**src/clksel_pkg.sv**
```systemverilog
/*
  constants for the internal clock source selection block: register
  offsets, field positions, reset values, mode encodings and timing.
  assumes a single 25 MHz reference clock and a plain register port.
*/
// Notes on behaviour
// - reset picks internal oscillator when config selects it
// - software clock-select field switches to internal oscillator
// - internal mode releases clock input pin to gpio
// - clock-out enable picks clock output or gpio
// - rc mode clocks from input pin, output pin follows clock-out enable
// - 16 MHz source derived from 500 kHz by pll; modelled as a marker toggled on each mid rise
// - 31 kHz low source, never trimmed
// - trim register adjusts mid and high sources
// - three internal sources from two oscillators plus pll
package clksel_pkg;
  // register indices (word address on the plain port)
  localparam logic [1:0] ADDR_CONTROL = 2'h0;
  localparam logic [1:0] ADDR_TRIM    = 2'h1;
  localparam logic [1:0] ADDR_STATUS  = 2'h2;
  // control register fields
  localparam int CLK_SEL_LSB = 0;
  localparam int INT_SEL_LSB = 2;
  localparam logic [7:0] CONTROL_RESET = 8'h00;
  localparam logic [5:0] TRIM_RESET    = 6'h00;
  // configuration oscillator-select encodings
  localparam logic [2:0] CFG_RC_MODE  = 3'h3;
  localparam logic [2:0] CFG_INT_MODE = 3'h4;
  // system clock select encodings
  typedef enum logic [1:0] {
    SEL_CONFIG = 2'b00,
    SEL_RSVD   = 2'b01,
    SEL_INT_A  = 2'b10,
    SEL_INT_B  = 2'b11
  } clk_sel_t;
  // system clock source choice, rc pin included
  typedef enum logic [1:0] {
    SRC_LOW  = 2'b00,
    SRC_MID  = 2'b01,
    SRC_HIGH = 2'b10,
    SRC_RC   = 2'b11
  } src_t;
  // frequencies in kHz
  localparam int REF_KHZ  = 25000;
  localparam int HIGH_KHZ = 16000;
  localparam int MID_KHZ  = 500;
  localparam int LOW_KHZ  = 31;
  localparam int PLL_MULT = HIGH_KHZ / MID_KHZ;
  // phase accumulator width for the modelled oscillators
  localparam int ACC_W    = 24;
  // nominal increments: f / fref * 2^ACC_W
  localparam logic [ACC_W-1:0] INC_MID =
    ACC_W'((64'(MID_KHZ) << ACC_W) / 64'(REF_KHZ));
  localparam logic [ACC_W-1:0] INC_LOW =
    ACC_W'((64'(LOW_KHZ) << ACC_W) / 64'(REF_KHZ));
  // each trim step moves the mid increment by one part in 256
  localparam int TRIM_SHIFT = 8;
  // mid rises counted before the pll model reports lock
  localparam int LOCK_RISES = 64;
endpackage : clksel_pkg

```
**src/clk_switch_if.sv**
```systemverilog
/*
  interface carrying one clock-switch request and its result between
  the top and the glitch-free switch. assumes one clock domain.
*/
`timescale 1ns/1ps
`default_nettype none
interface clk_switch_if;
  logic [3:0] src_clk;
  logic [1:0] sel;
  logic       out_clk;
  logic [1:0] active;
  logic       busy;
  modport top (output src_clk, output sel,
               input out_clk, input active, input busy);
  modport sw  (input src_clk, input sel,
               output out_clk, output active, output busy);
endinterface : clk_switch_if
`default_nettype wire

```
**src/clock_source_select.sv**
```systemverilog
/*
  internal clock source selection: models the low, mid and pll-derived
  high internal sources, chooses the system clock from the config
  field and software select, and decides clock pin use.
  assumes config inputs are stable straps and clock_in_pin is async.
*/
// The strobed register port and the register addresses were decided locally.
`timescale 1ns/1ps
`default_nettype none
module clock_source_select (
  input  wire logic       REF_CLK_I,
  input  wire logic       RST_I,
  input  wire logic [2:0] OSC_SELECT_CONFIG_I,
  input  wire logic       CLOCK_OUT_ENABLE_I,
  input  wire logic [1:0] ADDR_I,
  input  wire logic [7:0] WDATA_I,
  input  wire logic       WR_I,
  input  wire logic       RD_I,
  output logic      [7:0] RDATA_O,
  input  wire logic       CLOCK_IN_PIN_I,
  output logic            CLOCK_OUT_PIN_O,
  output logic            CLOCK_OUT_PIN_OE_O,
  output logic            CLOCK_IN_GPIO_O,
  output logic            CLOCK_OUT_GPIO_O,
  output logic            SYS_CLK_O,
  output logic      [1:0] SYS_SRC_O,
  output logic            SWITCH_BUSY_O,
  output logic            HIGH_FREQ_LOCK_O
);
  localparam int LOCK_CYC = clksel_pkg::LOCK_RISES;

  logic [7:0]  control_q;
  logic [5:0]  trim_q;
  logic [2:0]  cfg_q;
  logic        cfg_en_q;
  logic [1:0]  pin_sync_q;
  logic [clksel_pkg::ACC_W-1:0] mid_acc_q;
  logic [clksel_pkg::ACC_W-1:0] low_acc_q;
  logic        high_q;
  logic        mid_prev_q;
  logic [6:0]  lock_cnt_q;
  logic        lock_q;
  logic [7:0]  rdata_q;

  clk_switch_if csw ();

  glitchfree_mux u_mux (
    .clk_i (REF_CLK_I),
    .rst_i (RST_I),
    .sw    (csw.sw)
  );

  // strap captured by a clocked process at reset release
  always_ff @(posedge REF_CLK_I) begin
    if (RST_I) begin
      cfg_q    <= 3'h0;
      cfg_en_q <= 1'b0;
    end else if (!cfg_en_q) begin
      cfg_q    <= OSC_SELECT_CONFIG_I;
      cfg_en_q <= 1'b1;
    end
  end

  // registers
  wire wr_ctl  = WR_I && (ADDR_I == clksel_pkg::ADDR_CONTROL);
  wire wr_trim = WR_I && (ADDR_I == clksel_pkg::ADDR_TRIM);
  always_ff @(posedge REF_CLK_I) begin
    if (RST_I) begin
      control_q <= clksel_pkg::CONTROL_RESET;
      trim_q    <= clksel_pkg::TRIM_RESET;
    end else begin
      if (wr_ctl)  control_q <= WDATA_I;
      if (wr_trim) trim_q    <= WDATA_I[5:0];
    end
  end

  wire [1:0] clk_sel = control_q[clksel_pkg::CLK_SEL_LSB +: 2];
  wire [1:0] int_sel = control_q[clksel_pkg::INT_SEL_LSB +: 2];

  // low source: fixed increment, trim never applied
  always_ff @(posedge REF_CLK_I) begin
    if (RST_I) low_acc_q <= '0;
    else       low_acc_q <= low_acc_q + clksel_pkg::INC_LOW;
  end
  wire low_clk = low_acc_q[clksel_pkg::ACC_W-1];

  // mid source with signed trim
  // product taken at 32 bits: at 24 bits a large trim wraps its sign
  wire signed [31:0] trim_prod =
    32'(signed'(trim_q)) * 32'(signed'(clksel_pkg::INC_MID));
  wire signed [clksel_pkg::ACC_W-1:0] trim_delta =
    clksel_pkg::ACC_W'(trim_prod >>> clksel_pkg::TRIM_SHIFT);
  wire [clksel_pkg::ACC_W-1:0] mid_inc =
    clksel_pkg::INC_MID + clksel_pkg::ACC_W'(trim_delta);
  always_ff @(posedge REF_CLK_I) begin
    if (RST_I) mid_acc_q <= '0;
    else       mid_acc_q <= mid_acc_q + mid_inc;
  end
  wire mid_clk = mid_acc_q[clksel_pkg::ACC_W-1];

  // pll model: high source is a marker toggled on each mid rise
  // limitation: 16 MHz cannot be shown at 25 MHz, so high is a
  // frequency marker stepped by the mid edges, not a true waveform
  wire mid_rise = mid_clk & ~mid_prev_q;
  always_ff @(posedge REF_CLK_I) begin
    if (RST_I) begin
      mid_prev_q <= 1'b0;
      high_q     <= 1'b0;
    end else begin
      mid_prev_q <= mid_clk;
      if (mid_rise) high_q <= ~high_q;
    end
  end

  // lock after a fixed count of mid rises from mid activity
  always_ff @(posedge REF_CLK_I) begin
    if (RST_I) begin
      lock_cnt_q <= 7'h0;
      lock_q     <= 1'b0;
    end else if (!lock_q) begin
      if (mid_rise) lock_cnt_q <= 7'(lock_cnt_q + 7'h1);
      if (lock_cnt_q == 7'(LOCK_CYC)) lock_q <= 1'b1;
    end
  end
  wire high_clk = high_q & lock_q;

  // clock pin sync: two flops before use
  always_ff @(posedge REF_CLK_I) begin
    if (RST_I) pin_sync_q <= 2'h0;
    else       pin_sync_q <= {pin_sync_q[0], CLOCK_IN_PIN_I};
  end
  wire rc_clk = pin_sync_q[1];

  // source decision
  wire sw_int    = clk_sel[1];
  wire cfg_int   = (cfg_q == clksel_pkg::CFG_INT_MODE);
  wire cfg_rc    = (cfg_q == clksel_pkg::CFG_RC_MODE);
  wire use_int   = sw_int || cfg_int;
  wire use_rc    = !use_int && cfg_rc;
  wire [1:0] int_src =
    (int_sel == 2'h2) ? clksel_pkg::SRC_HIGH :
    (int_sel == 2'h1) ? clksel_pkg::SRC_MID : clksel_pkg::SRC_LOW;
  wire [1:0] sel =
    use_int ? int_src :
    use_rc  ? clksel_pkg::SRC_RC : clksel_pkg::SRC_LOW;

  assign csw.src_clk = {rc_clk, high_clk, mid_clk, low_clk};
  assign csw.sel     = sel;

  // pin usage
  wire int_mode = use_int;
  wire rc_mode  = use_rc;
  wire clkout_drive = (int_mode || rc_mode) && CLOCK_OUT_ENABLE_I;
  // the pin stays a clock input until the switch has left the rc source
  assign CLOCK_IN_GPIO_O    = int_mode &&
                              (csw.active != clksel_pkg::SRC_RC);
  assign CLOCK_OUT_GPIO_O   = (int_mode || rc_mode) &&
                              !CLOCK_OUT_ENABLE_I;
  assign CLOCK_OUT_PIN_OE_O = clkout_drive;
  assign CLOCK_OUT_PIN_O    = clkout_drive & csw.out_clk;

  assign SYS_CLK_O        = csw.out_clk;
  assign SYS_SRC_O        = csw.active;
  assign SWITCH_BUSY_O    = csw.busy;
  assign HIGH_FREQ_LOCK_O = lock_q;

  // read port: data in the cycle after the strobe only
  wire [7:0] status = {3'h0, lock_q, csw.busy, use_int, csw.active};
  wire [7:0] rsel =
    (ADDR_I == clksel_pkg::ADDR_CONTROL) ? control_q :
    (ADDR_I == clksel_pkg::ADDR_TRIM)    ? {2'h0, trim_q} :
    (ADDR_I == clksel_pkg::ADDR_STATUS)  ? status : 8'h00;
  always_ff @(posedge REF_CLK_I) begin
    if (RST_I)     rdata_q <= 8'h00;
    else if (RD_I) rdata_q <= rsel;
    else           rdata_q <= 8'h00;
  end
  assign RDATA_O = rdata_q;
endmodule : clock_source_select
`default_nettype wire

```
**src/glitchfree_mux.sv**
```systemverilog
/*
  glitch-free selector among four modelled source clocks. the output
  is gated low, the old source released, then the new one enabled.
  assumes sources are slow waveforms sampled on the reference clock.
*/
`timescale 1ns/1ps
`default_nettype none
module glitchfree_mux (
  input  wire logic   clk_i,
  input  wire logic   rst_i,
  clk_switch_if.sw    sw
);
  typedef enum logic [1:0] {
    ST_RUN  = 2'b00,
    ST_WAITLOW = 2'b01,
    ST_SWAP = 2'b10
  } sw_state_t;
  sw_state_t  state_q;
  logic [1:0] act_q;
  logic       gate_q;
  logic       out_q;
  wire        cur_clk = sw.src_clk[act_q];
  wire        new_clk = sw.src_clk[sw.sel];
  wire        want    = (sw.sel != act_q);
  // gate only while the old clock is low, swap only while the new one is low, so no runt pulse
  always_ff @(posedge clk_i) begin
    if (rst_i) begin
      state_q <= ST_RUN;
      act_q   <= 2'h0;
      gate_q  <= 1'b1;
    end else begin
      case (state_q)
        ST_RUN:     if (want && !cur_clk) begin
          gate_q  <= 1'b0;
          state_q <= ST_WAITLOW;
        end
        ST_WAITLOW: if (!new_clk) begin
          act_q   <= sw.sel;
          state_q <= ST_SWAP;
        end
        ST_SWAP: begin
          gate_q  <= 1'b1;
          state_q <= ST_RUN;
        end
        default:    state_q <= ST_RUN;
      endcase
    end
  end
  always_ff @(posedge clk_i) begin
    if (rst_i) out_q <= 1'b0;
    else       out_q <= gate_q & cur_clk;
  end
  assign sw.out_clk = out_q;
  assign sw.active  = act_q;
  assign sw.busy    = (state_q != ST_RUN) | want;
endmodule : glitchfree_mux
`default_nettype wire

```
**config.mk**
```make
export PLATFORM = sky130hd
export DESIGN_NAME = clock_source_select
export DESIGN_NICKNAME = d
export VERILOG_FILES = /design/src/clksel_pkg.sv /design/src/clk_switch_if.sv /design/src/clock_source_select.sv /design/src/glitchfree_mux.sv
export SDC_FILE = /design/constraint.sdc
export NUM_CORES = 1
export LEC_CHECK = 0
export BUFFER_PORTS_ARGS = -buffer_cell sky130_fd_sc_hd__clkbuf_2
export CAP_MARGIN = 25
export CORE_MARGIN = 2
export CORE_UTILIZATION = 65
export CTS_CLUSTER_SIZE = 40
export DETAILED_ROUTE_END_ITERATION = 8
export HOLD_SLACK_MARGIN = 0.03
export PLACE_DENSITY = 0.92
export SETUP_SLACK_MARGIN = 0.2
export SYNTH_ARGS = -nofsm -noshare
export SYNTH_HDL_FRONTEND = slang
export SYNTH_HIERARCHICAL = 1
export SYNTH_SLANG_ARGS = --single-unit
export TNS_END_PERCENT = 50
```
**constraint.sdc**
```tcl
create_clock -name REF_CLK_I -period 16.67 [get_ports REF_CLK_I]
set_input_delay 1.667 -clock REF_CLK_I [delete_from_list [all_inputs] [get_ports REF_CLK_I]]
set_output_delay 1.667 -clock REF_CLK_I [all_outputs]
set_load 0.1 [all_outputs]
```
==> results.py, run 1 <==
metrics = {
    "yosys": {
        "yosysMostFrequentCell": "nor2_1",
        "synth_top_area_share": 0.276,
        "synthFlopType": "dfxtp_1",
        "yosysWarnings": 6,
        "synthCells": 756,
        "yosys.cell_types.count": 70,
        "synth_area_leader_cell": "dfxtp_1",
        "yosys-top-cells-area": "dfxtp_1, ha_1, nor2_1",
        "synth_common_cells": "nor2_1, dfxtp_1, ha_1, a21oi_1, inv_1",
        "avgSynthCellArea_um2": 8.81,
        "ys_async_sr_fraction": 0,
        "synth_fp_nets": 874,
        "synth_edf_count": 0,
        "netlist_area_um2": 6660,
        "ys_ff_latch": 92,
        "synth-seq-area-share": 0.276,
    },
    "setup_path": {
        "required_ps": 16940,
        "rrSetupSlack_ps": 9760,
        "end_kind": "register",
        "crit_top_cell": "ha_1",
        "path_buf_inv": 2,
        "arrival_ps": 7180,
        "r2r-start": "trim_q[1]",
        "path_delay_family": "adder cells",
        "path_class": "reg -> reg",
        "max_stage_delay_ps": 570,
        "reg2regPathDepth": 24,
        "cp_cell_sequence": "inv_1 -> fa_1 -> inv_1 -> ha_1 -> fa_1 -> ha_1 -> ha_1 -> nand2_1 -> or3_1 -> nand3_1 -> a31oi_1 -> xnor2_1 -> o21ai_1 -> nand2_1 -> xnor2_1 -> ha_1 -> a21o_1 -> a21oi_1 -> o21ai_0 -> a31oi_1 -> o21ai_0 -> a221o_1 -> nand3_1 -> mux2_2",
        "start_kind": "register",
        "crit_slowest_cell": "fa_1",
        "regToRegEndpoint": "mid_acc_q[23]",
        "worst-path-max-fanout": 8,
        "path_depth": 24,
        "crit_start": "trim_q[1]",
        "crit_path_end": "mid_acc_q[23]",
    },
    "routing": {
        "ant_nets": 0,
        "drc": 0,
        "dr.first_iter.drc_count": 388,
        "num_vias": 5644,
        "firstDrtPassIters": 5,
        "finalWirelength_um": 14700,
        "routedWlPerCell_um": 15.9,
        "avgViaCountPerCell": 6.11,
    },
    "pwr": {
        "power.leakage_uw": 0.00339,
        "ir_drop_uv": 47.4,
        "p_per_area_nw_per_um2": 93.1,
    },
    "clock_network": {
        "root_buffer": "clkbuf_8",
        "cts.sinks": 92,
        "max-clock-path-buffers": 2,
        "hold_buffers": 0,
        "cts-buffers-inserted": 9,
        "cts_resized": 0,
        "clock_latency_ps": 360,
        "clk_pin_slew_ps": 100,
        "post_cts_buffers": 0,
        "h-tree-depth": 3,
        "cts_tree": "done",
    },
    "die": {
        "die_area_um2": 11100,
        "boundaryPins": 36,
        "die_w_um": 105,
        "rows": 36,
        "die_height_um": 105,
        "start_util": 0.675,
        "core_area_um2": 9860,
    },
    "timing": {
        "max_slew_margin": 0.385,
        "rsz0062_at_grt": "no",
        "max_freq_ghz": 0.145,
        "period_share": 0.415,
        "min_period_ps": 6910,
        "setup_tns_ps": 0,
        "setup_viol": 0,
        "hold_violations": 0,
        "hold_slack_ps": 459,
        "fin_worst_skew_ps": 12.7,
        "setup_ws_ps": 9760,
        "final_max_slew_viol_count": 0,
        "tightest_slew_ps": 920,
    },
    "placement": {
        "dpl.hpwl_um": 10900,
        "gp_congestion": 0.970,
        "place_worst_setup_slack_ps": 9870,
        "io_buffer_count": 35,
    },
    "grt": {
        "grt_max_degree": 88,
        "grt_overflow": 0,
        "antenna_found_initial": 0,
        "grt.total_usage": 0.271,
        "grt_first_pass_wirelength_um": 24900,
        "grt_pass1_vias": 5591,
    },
    "hold_path": {
        "min_from": "pin_sync_q[0]",
        "hold_path_class": "reg -> reg",
    },
    "flow_run": {
        "cap_violations": 0,
    },
    "layout": {
        "post-route-util": 0.723,
        "drive_gt1_frac": 0.0987,
        "final_nets": 904,
        "num_antenna_cells": 0,
        "area_delta_synth_final_pct": 7.14,
        "fillers": 672,
    },
    "outcome": {
        "status": "completed",
    },
}
-- layout by cell type, fill, tap and decap left out, drive strengths merged, types with 3 or more instances in the layout --
master / n
or4: 5
nor4b: 4
mux2i: 24
dfxtp: 92
o21ai: 28
a31oi: 5
nand4: 6
nand2b: 9
xor2: 26
nand2: 25
nor2: 99
and2: 9
a21oi: 52
and3: 10
nor3b: 5
o32ai: 3
a21o: 19
inv: 45
o311ai: 3
o31ai: 5
nor2b: 14
o21bai: 7
xnor2: 34
a2111oi: 3
a211oi: 8
nand4b: 3
nand3: 15
o211ai: 3
or2: 7
a211o: 4
o21a: 6
or3: 9
ha: 84
fa: 15
nor3: 21
clkbuf: 44
-- kinds of logic (layout without fill, tap and decap cells) --
family | Yosys count | count (layout) | synth area share
buffers and inverters | 61 | 95 | 0.0357
AOI/OAI and AO/OA | 166 | 166 | 0.170
adders and majority gates | 99 | 99 | 0.203
and+or+nand+nor | 250 | 250 | 0.190
xor gates and xnor gates | 60 | 60 | 0.0789
DFF | 92 | 92 | 0.276
muxes | 28 | 28 | 0.0462
-- stage by stage --
stage	cells	power (uW)	area (um2)
after floorplan	756	461	6660
after global placement	908	495	6940
after detailed placement	908	508	6940
after CTS	923	662	7140
after global routing	923	708	7140
final	923	665	7140
-- power by group --
group / switching (uW) / leakage, uW / internal, uW
clock: 84.6 / 0.0000923 / 69.9
sequential: 15.1 / 0.000753 / 244
combinational: 145 / 0.00254 / 106
total: 244 / 0.00339 / 420
-- worst register-to-register path, cell delays in order (launching register included) --
cell and delay (ps):
dfxtp_1 550, inv_1 120, fa_1 570, inv_1 60
ha_1 290, fa_1 490, ha_1 300, ha_1 370
nand2_1 140, or3_1 440, nand3_1 190, a31oi_1 130
xnor2_1 440, o21ai_1 290, nand2_1 180, xnor2_1 170
ha_1 340, a21o_1 210, a21oi_1 180, o21ai_0 140
a31oi_1 240, o21ai_0 160, a221o_1 380, nand3_1 110
mux2_2 330
-- sequential cells by signal, summed over array words and instances, names as in the netlist --
name and flops:
u_mux/sw.active 2, low_acc_q 24, u_mux/sw.out_clk 1, cfg_en_q 1
pin_sync_q 2, cfg_q 3, u_mux/gate_q 1, high_q 1
control_q 8, u_mux/state_q 2, HIGH_FREQ_LOCK_O 1, trim_q 6
mid_acc_q 24, mid_prev_q 1, RDATA_O 8, lock_cnt_q 7
-- worst min-delay path by stage --
stage / end / slack, ps / depth (start not counted)
after floorplan: pin_sync_q[1] / 410 / 1
after global placement: pin_sync_q[1] / 430 / 1
after detailed placement: low_acc_q[0] / 450 / 1
after CTS: pin_sync_q[1] / 460 / 1
after global routing: pin_sync_q[1] / 480 / 1
final: pin_sync_q[1] / 460 / 1
-- layer usage --
| layer | up-vias | track usage | share of wire |
|---|---|---|---|
| li1 | 2749 | - | - |
| met1 | 2672 | 0.330 | 0.44 |
| met2 | 181 | 0.471 | 0.50 |
| met3 | 42 | 0.0489 | 0.037 |
| met4 | 0 | 0.107 | 0.027 |
| met5 | - | 0 | 0 |
-- cell type report --
| class | count | area (um2) | share of cell area |
|---|---|---|---|
| clock buffer | 9 | 124 | 0.0174 |
| multi-input combinational | 603 | 4580 | 0.642 |
| inverter | 43 | 161 | 0.0226 |
| tap | 133 | 166 | 0.0233 |
| sequential | 92 | 1840 | 0.258 |
| timing repair buffer | 37 | 190 | 0.0266 |
| clock inverter | 6 | 71.3 | 0.00999 |
Power figures use the tool's default switching activity.
==> run 2: changes to the inputs <==
Settings changed: ABC_AREA from default to 1, CORE_UTILIZATION 65 to 57, PLACE_DENSITY 0.92 to 0.86.
Clock period 16.67 ns to 6.2 ns, I/O delays scaled along.
==> run 2 against run 1 <==
Net effect: die area increased by 18%; sequential cell count did not move; combinational power grew to 4.4 times the previous value; area after synthesis increased by 4.3%; cell area rose by 7.2%; register-to-register slack worse by 9100 ps; global-route usage fell by 2.3 points; largest power group is now combinational cells.
==> results.py, run 2 <==
metrics = {
    "timing": {
        "min_period_ps": 5520,
        "setup_tns_ps": 0,
        "period_share": 0.891,
        "final_max_slew_viol_count": 0,
        "rsz0062_at_grt": "no",
        "hold_violations": 0,
        "max_slew_margin": 0.560,
        "setup_viol": 0,
        "max_freq_ghz": 0.181,
        "fin_worst_skew_ps": 7.56,
        "tightest_slew_ps": 655,
    },
    "layout": {
        "final-seq-area_um2": 1860,
        "reg_top3": "low_acc_q x24, mid_acc_q x24",
        "area_delta_synth_final_pct": 10.1,
        "post-route-util": 0.640,
        "num_antenna_cells": 0,
        "final_common_cell": "nand2_1",
        "fillers": 1020,
        "final_nets": 1169,
        "drive_gt1_frac": 0.111,
        "layout_common_cells": "nand2_1, inv_1, a21oi_1",
        "multi_input_area_um2": 4510,
    },
    "setup_path": {
        "arrival_ps": 5810,
        "worst-path-max-fanout": 9,
        "crit_slowest_cell": "fa_1",
        "rrSetupSlack_ps": 680,
        "max_stage_delay_ps": 520,
        "path_class": "reg -> reg",
        "end_kind": "register",
        "start_kind": "register",
        "required_ps": 6490,
    },
    "placement": {
        "gp_congestion": 0.974,
        "io_buffer_count": 35,
        "dpl.hpwl_um": 12300,
    },
    "yosys": {
        "synth_fp_nets": 1130,
        "synthFlopType": "dfxtp_1",
        "synth-seq-area-share": 0.265,
        "ys_ff_latch": 92,
        "synth_common_cells": "nand2_1, inv_1, a21oi_1, nor2_1, dfxtp_1",
        "netlist_area_um2": 6950,
        "avgSynthCellArea_um2": 6.87,
        "synth_top_area_share": 0.265,
        "yosys.cell_types.count": 38,
        "yosysMostFrequentCell": "nand2_1",
        "synth_area_leader_cell": "dfxtp_1",
        "synthCells": 1012,
        "yosysWarnings": 6,
        "synth_edf_count": 0,
        "yosys-top-cells-area": "dfxtp_1, ha_1, nand2_1",
        "ys_async_sr_fraction": 0,
    },
    "die": {
        "die_w_um": 114,
        "boundaryPins": 36,
        "die_height_um": 114,
        "core_area_um2": 12000,
        "die_area_um2": 13100,
        "rows": 40,
        "start_util": 0.581,
    },
    "clock_network": {
        "hold_buffers": 0,
        "max-clock-path-buffers": 2,
        "cts_tree": "done",
        "h-tree-depth": 3,
        "cts-buffers-inserted": 9,
        "root_buffer": "clkbuf_16",
        "cts.sinks": 92,
        "clk_pin_slew_ps": 70,
        "clock_latency_ps": 360,
    },
    "grt": {
        "antenna_found_initial": 0,
        "grt.total_usage": 0.248,
        "grt_overflow": 0,
        "grt_first_pass_wirelength_um": 26500,
        "grt_max_degree": 51,
        "grt_pass1_vias": 5994,
    },
    "hold_path": {
        "hold_path_class": "reg -> reg",
    },
    "outcome": {
        "status": "completed",
    },
    "routing": {
        "firstDrtPassIters": 6,
        "routedWlPerCell_um": 13.4,
        "drc": 0,
        "dr.first_iter.drc_count": 553,
        "ant_nets": 0,
        "finalWirelength_um": 16200,
        "num_vias": 6564,
        "avgViaCountPerCell": 5.46,
    },
    "flow_run": {
        "cap_violations": 0,
    },
    "pwr": {
        "power.leakage_uw": 0.00397,
        "p_per_area_nw_per_um2": 310,
        "ir_drop_uv": 260,
    },
}
-- run 2: critical path, delay by kind of cell (launching register included) --
| kind | cells | cell delay [ps] |
|---|---|---|
| simple gates | 13 | 1460 |
| compound gates | 3 | 410 |
| buf+inv | 4 | 290 |
| xor+xnor | 1 | 200 |
| fa+ha+maj | 7 | 2670 |
| flops | 1 | 410 |
-- run 2: where the power goes --
part	leakage, uW	total [uW]	internal (uW)	switching, uW
sequential	0.000758	723	674	49.6
clock	0.000144	548	285	263
combinational	0.00307	1100	364	734
-- run 2: routing by layer --
metal / GRT usage / routed length [um]
met4: 0.0878 / 412
met3: 0.0466 / 946
met1: 0.318 / 7230
met5: 0 / 0
met2: 0.417 / 7580
-- run 2: stage by stage --
stage / hold slack, ps / power (uW) / setup WS, ps / instance area (um2) / instances
4_1_cts: 406 / 2340 / 318 / 7580 / 1201
3_3_place_gp: 393 / 1750 / 607 / 7280 / 1185
2_1_floorplan: 388 / 1550 / 937 / 6950 / 1012
6_report: 403 / 2370 / 677 / 7650 / 1203
5_1_grt: 422 / 2520 / 211 / 7650 / 1203
3_5_place_dp: 395 / 1770 / 412 / 7280 / 1185
-- run 2: area by class of cell --
cell class	count	share of cell area
Clock buffer	9	0.0294
Clock inverter	7	0.0101
Inverter	161	0.0790
Multi-Input combinational cell	749	0.589
Sequential cell	92	0.243
Tap cell	147	0.0240
Timing Repair Buffer	38	0.0258
-- run 2: kinds of logic after synthesis --
group           synth area share
simple gates               0.281
compound gates             0.146
buf+inv                   0.0923
fa+ha+maj                  0.194
flops                      0.265
xor+xnor                  0.0214
-- run 2: final timing paths --
check | from | to | cells past startpoint
setup / recovery | trim_q[3] | mid_acc_q[22] | 28
setup reg to reg | trim_q[3] | mid_acc_q[22] | 28
hold / removal | pin_sync_q[0] | pin_sync_q[1] | 2
hold reg to reg | pin_sync_q[0] | pin_sync_q[1] | 2
-- run 2: timing repair --
action	4_1_cts	5_1_grt
setup buffers	0	2
gates resized for setup	0	17
setup endpoints to repair	0	8
